**src/common/pial_consts.svh**
```systemverilog
// Constants for the identifier and auto-negotiation ability registers.
// Summary of operation
// - Index 2 holds identifier bits three to eighteen.
// - Index 3 bits 15:10 hold identifier bits 19-24.
// - Model number 9:4, revision number 3:0.
// - Revision follows silicon, not a constant.
// - Next page and remote fault writable, reset zero.
// - Advertised pause field encoding, reset none.
// - Both pause advertised resolves to one mode.
// - Bits 8..5 advertise local speed abilities.
// - Straps load bits 8,6,5; bit 7 resets one.
// - Partner register read-only; acknowledge marks received word.
// - Partner pause support bits, reset zero.
// - Partner T4 reported; local never supports T4.
// - Partner ability bits reset to zero.
// - Abilities apply only while auto-negotiation enabled.
`ifndef PIAL_CONSTS_SVH
`define PIAL_CONSTS_SVH

// Register indices; the byte address is four times the index.
`define PIAL_IDX_IDENT_HI 8'h02
`define PIAL_IDX_IDENT_LO 8'h03
`define PIAL_IDX_ADV 8'h04
`define PIAL_IDX_PARTNER 8'h05
`define PIAL_IDX_CTRL 8'h10
`define PIAL_IDX_STAT 8'h11
`define PIAL_IDX 9:2
`define PIAL_ADDR_MIN 10

// Field positions.
`define PIAL_OUI_LO 15:10
`define PIAL_MODEL 9:4
`define PIAL_REV 3:0
`define PIAL_NP 15
`define PIAL_ACK 14
`define PIAL_RF 13
`define PIAL_PAUSE 11:10
`define PIAL_T4 9
`define PIAL_FD100 8
`define PIAL_HD100 7
`define PIAL_FD10 6
`define PIAL_HD10 5
`define PIAL_SEL 4:0
`define PIAL_AN_EN 12
`define PIAL_SPEED 13
`define PIAL_DUPLEX 8
`define PIAL_ST_VALID 0
`define PIAL_ST_SPEED 1
`define PIAL_ST_DUPLEX 2
`define PIAL_ST_PAUSE 4:3
`define PIAL_STRAP_FD100 2
`define PIAL_STRAP_FD10 1
`define PIAL_STRAP_HD10 0

// Reset values and write masks.
`define PIAL_ADV_RST 16'h0081
`define PIAL_PART_RST 16'h0001
`define PIAL_CTRL_RST 16'h3000
`define PIAL_REV_PRE 4'h0
`define PIAL_ADV_WMASK 16'hADFF
`define PIAL_PART_MASK 16'hEFFF
`define PIAL_CTRL_WMASK 16'h3100
`define PIAL_ALL16 16'hFFFF
`define PIAL_ZERO16 16'h0000

// Pause field codes.
`define PIAL_PAUSE_SYM 2'h1
`define PIAL_PAUSE_ASYM 2'h2
`define PIAL_PAUSE_BOTH 2'h3

// Bus response codes.
`define PIAL_RESP_OKAY 2'h0
`define PIAL_RESP_SLVERR 2'h2

`endif

```
**src/common/pial_pkg.sv**
```systemverilog
// Types shared by the ability register block and its resolver.
package pial_pkg;

   typedef enum logic [1:0] {
      pause_off,
      pause_sym,
      pause_asym_rx,
      pause_asym_tx
   } pial_pause_e;

   typedef struct packed {
      logic valid;
      logic speed100;
      logic full_dup;
      pial_pause_e pause;
   } pial_res_s;

   typedef struct packed {
      logic valid;
      logic [15:0] word;
   } pial_page_s;

   typedef struct packed {
      logic aw_held;
      logic [7:0] aw_idx;
      logic w_held;
      logic [15:0] wdata;
      logic [1:0] wstrb;
      logic bvalid;
      logic [1:0] bresp;
      logic rvalid;
      logic [31:0] rdata;
      logic [1:0] rresp;
      logic loaded;
      logic [15:0] id_high;
      logic [15:0] id_low;
      logic [15:0] adv;
      logic [15:0] partner;
      logic [15:0] ctrl;
      pial_res_s res;
   } pial_state_s;

endpackage

```
**src/design/pial_resolve.sv**
```systemverilog
// Resolves speed, duplex and pause from the two ability words.
`timescale 1ns/1ns
`include "pial_consts.svh"

module pial_resolve (
   // Ability words and control.
   input wire logic [15:0] adv_in,
   input wire logic [15:0] partner_in,
   input wire logic [15:0] ctrl_in,
   input wire logic an_complete_in,
   // Resolved configuration.
   output pial_pkg::pial_res_s res_out
);

   logic [15:0] common;
   logic [1:0] lp;
   logic [1:0] pp;

   // Picks the best common mode, or the manual choice without negotiation.
   always_comb begin
      common = adv_in & partner_in;
      lp = adv_in[`PIAL_PAUSE];
      pp = partner_in[`PIAL_PAUSE];
      res_out = '0;
      res_out.pause = pial_pkg::pause_off;
      if (ctrl_in[`PIAL_AN_EN]) begin
         res_out.valid = an_complete_in;
         if (common[`PIAL_FD100]) begin
            res_out.speed100 = 1'b1;
            res_out.full_dup = 1'b1;
         end else if (common[`PIAL_HD100]) begin
            res_out.speed100 = 1'b1;
         end else if (common[`PIAL_FD10]) begin
            res_out.full_dup = 1'b1;
         end
         // A single pause mode is chosen even when both are offered.
         if (lp[0] && pp[0]) begin
            res_out.pause = pial_pkg::pause_sym;
         end else if (lp == `PIAL_PAUSE_BOTH && pp == `PIAL_PAUSE_ASYM) begin
            res_out.pause = pial_pkg::pause_asym_rx;
         end else if (lp == `PIAL_PAUSE_ASYM && pp == `PIAL_PAUSE_BOTH) begin
            res_out.pause = pial_pkg::pause_asym_tx;
         end
         if (!an_complete_in) begin
            res_out.pause = pial_pkg::pause_off;
         end
      end else begin
         res_out.valid = 1'b1;
         res_out.speed100 = ctrl_in[`PIAL_SPEED];
         res_out.full_dup = ctrl_in[`PIAL_DUPLEX];
      end
   end

endmodule

```
**src/design/pial_regs.sv**
```systemverilog
// Identifier and auto-negotiation ability registers behind AXI4-Lite.
`timescale 1ns/1ns
`include "pial_consts.svh"

module pial_regs #(
   parameter int ADDR_W = 12,
   parameter logic [15:0] ID_HIGH_RST = 16'h1234, // Arbitrary value.
   parameter logic [5:0] OUI_LOW_RST = 6'h2A, // Arbitrary value.
   parameter logic [5:0] MODEL_RST = 6'h15 // Arbitrary value.
) (
   // Clock and reset.
   input wire logic mclk_in,
   input wire logic rst_n_in,
   // AXI4-Lite write address and data.
   input wire logic awvalid_in,
   output logic awready_out,
   input wire logic [ADDR_W-1:0] awaddr_in,
   input wire logic wvalid_in,
   output logic wready_out,
   input wire logic [31:0] wdata_in,
   input wire logic [3:0] wstrb_in,
   // AXI4-Lite write response.
   output logic bvalid_out,
   input wire logic bready_in,
   output logic [1:0] bresp_out,
   // AXI4-Lite read.
   input wire logic arvalid_in,
   output logic arready_out,
   input wire logic [ADDR_W-1:0] araddr_in,
   output logic rvalid_out,
   input wire logic rready_in,
   output logic [31:0] rdata_out,
   output logic [1:0] rresp_out,
   // Straps and silicon revision, caught after reset release.
   input wire logic [2:0] strap_ability_in,
   input wire logic [3:0] silicon_rev_in,
   // Link side: received base page and negotiation progress.
   input wire pial_pkg::pial_page_s page_in,
   input wire logic an_complete_in,
   // Configuration toward the link logic.
   output logic [15:0] adv_word_out,
   output logic an_enable_out,
   output pial_pkg::pial_res_s res_out
);

   pial_pkg::pial_state_s st_reg;
   pial_pkg::pial_state_s st_next;
   pial_pkg::pial_res_s res_w;
   logic [15:0] rd_word;
   logic rd_ok;
   logic wr_ok;

   // Refuses address widths too narrow to reach every register.
   if (ADDR_W < `PIAL_ADDR_MIN) begin
      $error("ADDR_W too narrow for the register map.");
   end

   // Merges a write into a register through byte strobes and a mask.
   function automatic logic [15:0] wmerge(
      input logic [15:0] old,
      input logic [15:0] data,
      input logic [1:0] strb,
      input logic [15:0] mask
   );
      logic [15:0] be;
      be = {{8{strb[1]}}, {8{strb[0]}}} & mask;
      return (old & ~be) | (data & be);
   endfunction

   // Tells whether an index names a mapped register.
   function automatic logic mapped(input logic [7:0] idx);
      logic hit;
      case (idx)
         `PIAL_IDX_IDENT_HI, `PIAL_IDX_IDENT_LO, `PIAL_IDX_ADV,
         `PIAL_IDX_PARTNER, `PIAL_IDX_CTRL, `PIAL_IDX_STAT: begin
            hit = 1'b1;
         end
         default: begin
            hit = 1'b0;
         end
      endcase
      return hit;
   endfunction

   // Resolves the working link configuration.
   pial_resolve u_resolve (
      .adv_in(st_reg.adv),
      .partner_in(st_reg.partner),
      .ctrl_in(st_reg.ctrl),
      .an_complete_in(an_complete_in),
      .res_out(res_w)
   );

   // Selects the read word for the requested index.
   always_comb begin
      rd_word = `PIAL_ZERO16;
      rd_ok = mapped(araddr_in[`PIAL_IDX]);
      case (araddr_in[`PIAL_IDX])
         `PIAL_IDX_IDENT_HI: begin
            rd_word = st_reg.id_high;
         end
         `PIAL_IDX_IDENT_LO: begin
            rd_word = st_reg.id_low;
         end
         `PIAL_IDX_ADV: begin
            rd_word = st_reg.adv;
         end
         `PIAL_IDX_PARTNER: begin
            rd_word = st_reg.partner;
         end
         `PIAL_IDX_CTRL: begin
            rd_word = st_reg.ctrl;
         end
         `PIAL_IDX_STAT: begin
            rd_word[`PIAL_ST_VALID] = st_reg.res.valid;
            rd_word[`PIAL_ST_SPEED] = st_reg.res.speed100;
            rd_word[`PIAL_ST_DUPLEX] = st_reg.res.full_dup;
            rd_word[`PIAL_ST_PAUSE] = st_reg.res.pause;
         end
         default: begin
            rd_word = `PIAL_ZERO16;
         end
      endcase
   end

   // Handshake outputs stay combinational; one transfer each way at a time.
   assign awready_out = !st_reg.aw_held && !st_reg.bvalid;
   assign wready_out = !st_reg.w_held && !st_reg.bvalid;
   assign arready_out = !st_reg.rvalid;
   assign wr_ok = mapped(st_reg.aw_idx);

   // Computes the next state of the whole block.
   always_comb begin
      st_next = st_reg;
      // Straps and revision are caught on the first edge after reset.
      if (!st_reg.loaded) begin
         st_next.loaded = 1'b1;
         st_next.id_low[`PIAL_REV] = silicon_rev_in;
         st_next.adv[`PIAL_FD100] = strap_ability_in[`PIAL_STRAP_FD100];
         st_next.adv[`PIAL_FD10] = strap_ability_in[`PIAL_STRAP_FD10];
         st_next.adv[`PIAL_HD10] = strap_ability_in[`PIAL_STRAP_HD10];
      end
      if (awvalid_in && awready_out) begin
         st_next.aw_held = 1'b1;
         st_next.aw_idx = awaddr_in[`PIAL_IDX];
      end
      if (wvalid_in && wready_out) begin
         st_next.w_held = 1'b1;
         st_next.wdata = wdata_in[15:0];
         st_next.wstrb = wstrb_in[1:0];
      end
      // A write completes once both address and data are held.
      if (st_reg.aw_held && st_reg.w_held) begin
         st_next.aw_held = 1'b0;
         st_next.w_held = 1'b0;
         st_next.bvalid = 1'b1;
         st_next.bresp = wr_ok ? `PIAL_RESP_OKAY : `PIAL_RESP_SLVERR;
         case (st_reg.aw_idx)
            `PIAL_IDX_IDENT_HI: begin
               st_next.id_high = wmerge(st_reg.id_high, st_reg.wdata,
                  st_reg.wstrb, `PIAL_ALL16);
            end
            `PIAL_IDX_IDENT_LO: begin
               st_next.id_low = wmerge(st_reg.id_low, st_reg.wdata,
                  st_reg.wstrb, `PIAL_ALL16);
            end
            `PIAL_IDX_ADV: begin
               // Reserved bits 14, 12 and 9 stay zero; no T4 offered.
               st_next.adv = wmerge(st_reg.adv, st_reg.wdata,
                  st_reg.wstrb, `PIAL_ADV_WMASK);
            end
            `PIAL_IDX_CTRL: begin
               st_next.ctrl = wmerge(st_reg.ctrl, st_reg.wdata,
                  st_reg.wstrb, `PIAL_CTRL_WMASK);
            end
            default: begin
               st_next.bresp = st_next.bresp; // Read-only or unmapped.
            end
         endcase
      end
      if (st_reg.bvalid && bready_in) begin
         st_next.bvalid = 1'b0;
      end
      // A read is answered one cycle after its address is taken.
      if (arvalid_in && arready_out) begin
         st_next.rvalid = 1'b1;
         st_next.rdata = {16'h0000, rd_word};
         st_next.rresp = rd_ok ? `PIAL_RESP_OKAY : `PIAL_RESP_SLVERR;
      end
      if (st_reg.rvalid && rready_in) begin
         st_next.rvalid = 1'b0;
      end
      // Base page from the partner; acknowledge marks its arrival.
      if (page_in.valid) begin
         st_next.partner = page_in.word & `PIAL_PART_MASK;
         st_next.partner[`PIAL_ACK] = 1'b1;
      end
      st_next.res = res_w;
   end

   // Registers the state; reset takes constants only.
   always_ff @(posedge mclk_in or negedge rst_n_in) begin
      if (!rst_n_in) begin
         st_reg <= '0;
         st_reg.id_high <= ID_HIGH_RST;
         st_reg.id_low <= {OUI_LOW_RST, MODEL_RST, `PIAL_REV_PRE};
         st_reg.adv <= `PIAL_ADV_RST;
         st_reg.partner <= `PIAL_PART_RST;
         st_reg.ctrl <= `PIAL_CTRL_RST;
         st_reg.res.pause <= pial_pkg::pause_off;
      end else begin
         st_reg <= st_next;
      end
   end

   // Data outputs come straight from the state register.
   assign bvalid_out = st_reg.bvalid;
   assign bresp_out = st_reg.bresp;
   assign rvalid_out = st_reg.rvalid;
   assign rdata_out = st_reg.rdata;
   assign rresp_out = st_reg.rresp;
   assign adv_word_out = st_reg.adv;
   assign an_enable_out = st_reg.ctrl[`PIAL_AN_EN];
   assign res_out = st_reg.res;

   // Revision is taken from the live silicon input at load.
   property p_rev_follow;
      @(posedge mclk_in) disable iff (!rst_n_in)
      $rose(st_reg.loaded) |->
         st_reg.id_low[`PIAL_REV] == $past(silicon_rev_in);
   endproperty
   a_rev_follow: assert property (p_rev_follow)
      else $error("Revision field did not follow silicon input.");

   // Strapped abilities load once; bit 7 is set at load.
   property p_strap_load;
      @(posedge mclk_in) disable iff (!rst_n_in)
      $rose(st_reg.loaded) |->
         st_reg.adv[`PIAL_FD100] ==
            $past(strap_ability_in[`PIAL_STRAP_FD100]) &&
         st_reg.adv[`PIAL_FD10] ==
            $past(strap_ability_in[`PIAL_STRAP_FD10]) &&
         st_reg.adv[`PIAL_HD10] ==
            $past(strap_ability_in[`PIAL_STRAP_HD10]) &&
         st_reg.adv[`PIAL_HD100];
   endproperty
   a_strap_load: assert property (p_strap_load)
      else $error("Strapped abilities not loaded.");

   // A full write to the advertisement lands masked one cycle later.
   property p_adv_write;
      @(posedge mclk_in) disable iff (!rst_n_in)
      st_reg.aw_held && st_reg.w_held && st_reg.aw_idx == `PIAL_IDX_ADV &&
      st_reg.wstrb == 2'h3 && st_reg.loaded |=>
         st_reg.adv == ($past(st_reg.wdata) & `PIAL_ADV_WMASK);
   endproperty
   a_adv_write: assert property (p_adv_write)
      else $error("Advertisement write not stored as masked.");

   // Advertisement bits 9 and 14 are zero whenever a write response is pending.
   property p_adv_reserved;
      @(posedge mclk_in) disable iff (!rst_n_in)
      st_reg.bvalid |-> !st_reg.adv[`PIAL_T4] && !st_reg.adv[14];
   endproperty
   a_adv_reserved: assert property (p_adv_reserved)
      else $error("Reserved advertisement bit set.");

   // A received page is acknowledged and copied on the next edge.
   property p_page_copy;
      @(posedge mclk_in) disable iff (!rst_n_in)
      page_in.valid |=> st_reg.partner[`PIAL_ACK] &&
         st_reg.partner[11:0] == $past(page_in.word[11:0]);
   endproperty
   a_page_copy: assert property (p_page_copy)
      else $error("Partner page not captured.");

   // The partner register changes only with a received page.
   property p_partner_ro;
      @(posedge mclk_in) disable iff (!rst_n_in)
      !page_in.valid |=> $stable(st_reg.partner);
   endproperty
   a_partner_ro: assert property (p_partner_ro)
      else $error("Partner register changed without a page.");

   // Without negotiation the manual speed applies one cycle on.
   property p_manual_speed;
      @(posedge mclk_in) disable iff (!rst_n_in)
      !st_reg.ctrl[`PIAL_AN_EN] |=>
         st_reg.res.speed100 == $past(st_reg.ctrl[`PIAL_SPEED]);
   endproperty
   a_manual_speed: assert property (p_manual_speed)
      else $error("Manual speed not applied.");

   // Symmetric pause needs both sides to offer it.
   property p_pause_one;
      @(posedge mclk_in) disable iff (!rst_n_in)
      st_reg.res.pause == pial_pkg::pause_sym |->
         $past(st_reg.adv[10]) && $past(st_reg.partner[10]);
   endproperty
   a_pause_one: assert property (p_pause_one)
      else $error("Symmetric pause chosen without both offering it.");

   // A taken read address is answered on the next edge.
   property p_read_answer;
      @(posedge mclk_in) disable iff (!rst_n_in)
      arvalid_in && arready_out |=> st_reg.rvalid ##0
         (st_reg.rresp == `PIAL_RESP_OKAY) == $past(rd_ok);
   endproperty
   a_read_answer: assert property (p_read_answer)
      else $error("Read not answered one cycle after address.");

endmodule

```
**config.mk**
```make
export PLATFORM = sky130hd
export DESIGN_NAME = pial_regs
export DESIGN_NICKNAME = d
export VERILOG_FILES = /design/src/common/pial_pkg.sv /design/src/design/pial_resolve.sv /design/src/design/pial_regs.sv
export VERILOG_INCLUDE_DIRS = /design/src /design/src/common
export SDC_FILE = /design/constraint.sdc
export NUM_CORES = 1
export LEC_CHECK = 0
export CORE_MARGIN = 2
export CORE_UTILIZATION = 40
export DETAILED_ROUTE_END_ITERATION = 6
export DONT_BUFFER_PORTS = 1
export HOLD_SLACK_MARGIN = 0.03
export PLACE_DENSITY = 0.57
export SETUP_SLACK_MARGIN = 0.4
export SYNTH_ARGS = -nofsm -noshare
export SYNTH_HDL_FRONTEND = slang
export SYNTH_SLANG_ARGS = --single-unit
```
**constraint.sdc**
```tcl
create_clock -name mclk_in -period 2.82 [get_ports mclk_in]
set_clock_uncertainty 0.1 [all_clocks]
set_input_delay 0.141 -clock mclk_in [delete_from_list [all_inputs] [get_ports mclk_in]]
set_output_delay 0.141 -clock mclk_in [all_outputs]
set_load 0.01 [all_outputs]
```
==> impl_results.md <==
- Run status: finished, violations left
- Violations in the final reports: hold timing
- Final-layout setup total negative slack: 0 ns
- Min Clock Period, post-route: between 2 and 2.5 ns
- Overflow left after global routing: 0
- Number of max-slew violations in the final report: 0
- Detail-routed via count per cell: around 5.5
- First DRT Iteration DRCs: approximately 260
- Clock sink count: about 120
- Proportion of register bits with asynchronous set or reset after synthesis: between 90% and 100%
- Kind of end point of the critical path: flop
- CTS tree: built
- Total via count in the routed design: about 3800
- Startpoint type of the worst setup path: input pin
- Reg clk slew, reported paths: 0.06 ns
- Width of the die: 123 um
- Area delta synth->final: 19.1%
- Worst VDD drop: between 0.6 and 0.7 mV
- Instance count of the mapped netlist: approximately 470
- Library cell with the largest summed area after synthesis: dfrtp_1
- # nets final: around 600
- Count of standard-cell rows: between 40 and 50
- Cell count after placement: slightly below 600
- Actual transition at the worst max-transition pin: between 0.9 and 1 ns
- Number of input and output port buffers inserted: 0
- Post-synth EDFFs: 0
- CTS Buf Count: 17
- Count of max-cap constraint violations: 0
- Largest fanout on the critical path: 6
- Setup repair after global routing missed its margin: no
- Routed WL: about 14 mm
- Reg2reg setup slack: 0.53 ns
- Power density over the cells: 789 nW/um^2
- Largest net degree at the start of global routing: approximately 120
- Synthesized area: ~5700 sq um
- Syn. warnings: 0
- Max frequency: around 420 MHz
- Total count of hold-check failures in the final report: 117
- Setup-failing EPs final: 0
- Seq cells post-synth: 117
- Initial cell density of the core: 40.9%
- Commonest non-fill, non-tap cells in the layout: dfrtp_1, mux2_2, dlygate4sd3_1
- Area of the die: roughly 15000 sq um
- Commonest non-fill, non-tap cell in the layout: dfrtp_1
- Commonest register cell after synthesis: dfrtp_1
- Drt drc: 0
- Cell variety after synth: 54
- Half-perimeter wire length after placement: 9.50 mm
- Avg Inst Size Synth: about 12 sq um
- Remaining max-slew budget at the tightest pin: between 30 and 40%
- Antenna violations before repair: 0
- Placeable core region: between 10000 and 15000 sq um
- Largest cells by area after synthesis: dfrtp_1, mux2_2, buf_4, dfstp_2, a22oi_1
- Layout cells sized above 1: between 30% and 40%
- Filler-free cell count of the finished design: 689
- H-tree Lvls: 4
- Later-pin clock latency in the skew report: approximately 0.42 ns
- Area share of the largest cell type after synthesis: between 40% and 50%
- Ratio of final minimum period to clock period: around 84%
- Clock Path Buffers: 2
- Height of the chip: ~120 um
- Share of the yosys chip area belonging to registers: a little over half
- IO Count: approximately 160
- Leak pwr: 2.81 nW
- Global Route Usage Sum: 19.2%
- Diodes inserted: 0
- HP Class: in2async
- Post-detailed-route count of antenna-violating nets: 0
- Global-route wire length before repair: roughly 22 mm
- Drt pass-1 iters: 5
- Routability Congestion: slightly above 0.8
- Worst Hold Slack: -0.683 ns
- Category of the critical setup timing path: in2reg
- Detail-routed net length per standard cell: between 15 and 20 um
- Critical path data arrival time: roughly 2.6 ns
- Clock tree root driver cell: clkbuf_16
- Number of global-route vias before repair: approximately 4000
- Worst Path Required: about 3 ns
==> report_power, final <==
| group | total [W] | leakage, nW | switching, W | internal, W |
|---|---|---|---|---|
| clock network | 0.00212 | 0.289 | 0.000735 | 0.00138 |
| logic | 0.000760 | 1.09 | 0.000318 | 0.000442 |
| registers | 0.00243 | 1.43 | 0.000397 | 0.00203 |
==> worst max-delay path, cell delays in order <==
cell	delay, ns
dlygate4sd3_1	0.56
nor3_2	0.19
dlygate4sd3_1	0.64
nand2_1	0.17
o32a_1	0.32
dlygate4sd3_1	0.55
==> layer usage <==
layer | track usage [%] | wire length, um | share of wire, % | up-vias
met5 | 0 | 0 | 0 | -
met4 | 6.90 | 259 | 1.9 | 0
met3 | 6.97 | 1210 | 8.8 | 23
met2 | 30.7 | 6610 | 48 | 160
met1 | 24.0 | 5620 | 41 | 1908
li1 | - | - | - | 1683
==> cells by family (layout without fill, tap and decap cells) <==
kind of cell | Yosys count | count (layout) | share of synthesized area (%)
other | 2 | 22 | 0.133
AND/OR/NAND/NOR | 91 | 91 | 9.54
flip-flops | 117 | 117 | 52.2
buffers and inverters | 85 | 107 | 9.65
AO/OA/AOI/OAI | 84 | 84 | 11.2
XOR/XNOR | 2 | 2 | 0.310
multiplexers | 86 | 86 | 17.0
==> through the flow <==
step	util, %	setup WS (ns)	power [W]	cell area, sq um	hold slack, ns
floorplan	-	0.908	0.00301	5730	-0.255
global placement	39.7	0.614	0.00309	5490	-0.252
detailed placement	39.7	0.534	0.00314	5490	-0.251
CTS	48.5	0.400	0.00535	6700	-0.689
global route	48.7	0.403	0.00557	6730	-0.696
finish	48.7	0.457	0.00531	6730	-0.683
==> area by class of cell <==
cell class	instances	area [sq um]
Timing Repair Buffer	71	691
Sequential cell	117	2950
Clock buffer	23	488
Tap cell	180	225
Clock inverter	9	100
Fill cell	1226	7100
Multi-Input combinational cell	285	2260
Inverter	4	15.0
==> synthesized netlist by cell type, types with 4 or more instances <==
library cell,instances
a222oi_1,4
dfstp_2,16
a22oi_1,17
a2bb2oi_1,5
nor2_2,4
a22o_1,6
dfrtp_1,101
or2_2,6
nand2_1,17
nor2_1,17
a31oi_1,5
and2_1,10
o22ai_1,5
inv_1,4
a221o_1,7
mux2_2,80
nor4b_1,4
mux2i_1,5
clkbuf_1,14
a21oi_1,9
buf_4,57
nor2b_1,6
nand3_1,4
buf_2,8
o21ai_0,9
==> timing repair <==
item	4_1_cts	5_1_grt
hold buffers	62	1
hold endpoints to repair	187	125
gates resized for setup	0	3
setup endpoints to repair	0	9
buffers inserted	0	0
==> worst paths after layout <==
| kind | to | cells past startpoint | start |
|---|---|---|---|
| min reg2reg | st_reg[35] | 1 | st_reg[35] |
| min in group mclk_in | rdata_out[11] | 4 | araddr_in[6] |
| max reg2reg | flop | 4 | st_reg[146] |
| min | st_reg[128] | 0 | rst_n_in |
| max in group asynchronous | asynchronous set/reset pin | 0 | rst_n_in |
| max | rresp_out[1] | 6 | araddr_in[8] |
Power figures use the tool's default switching activity.
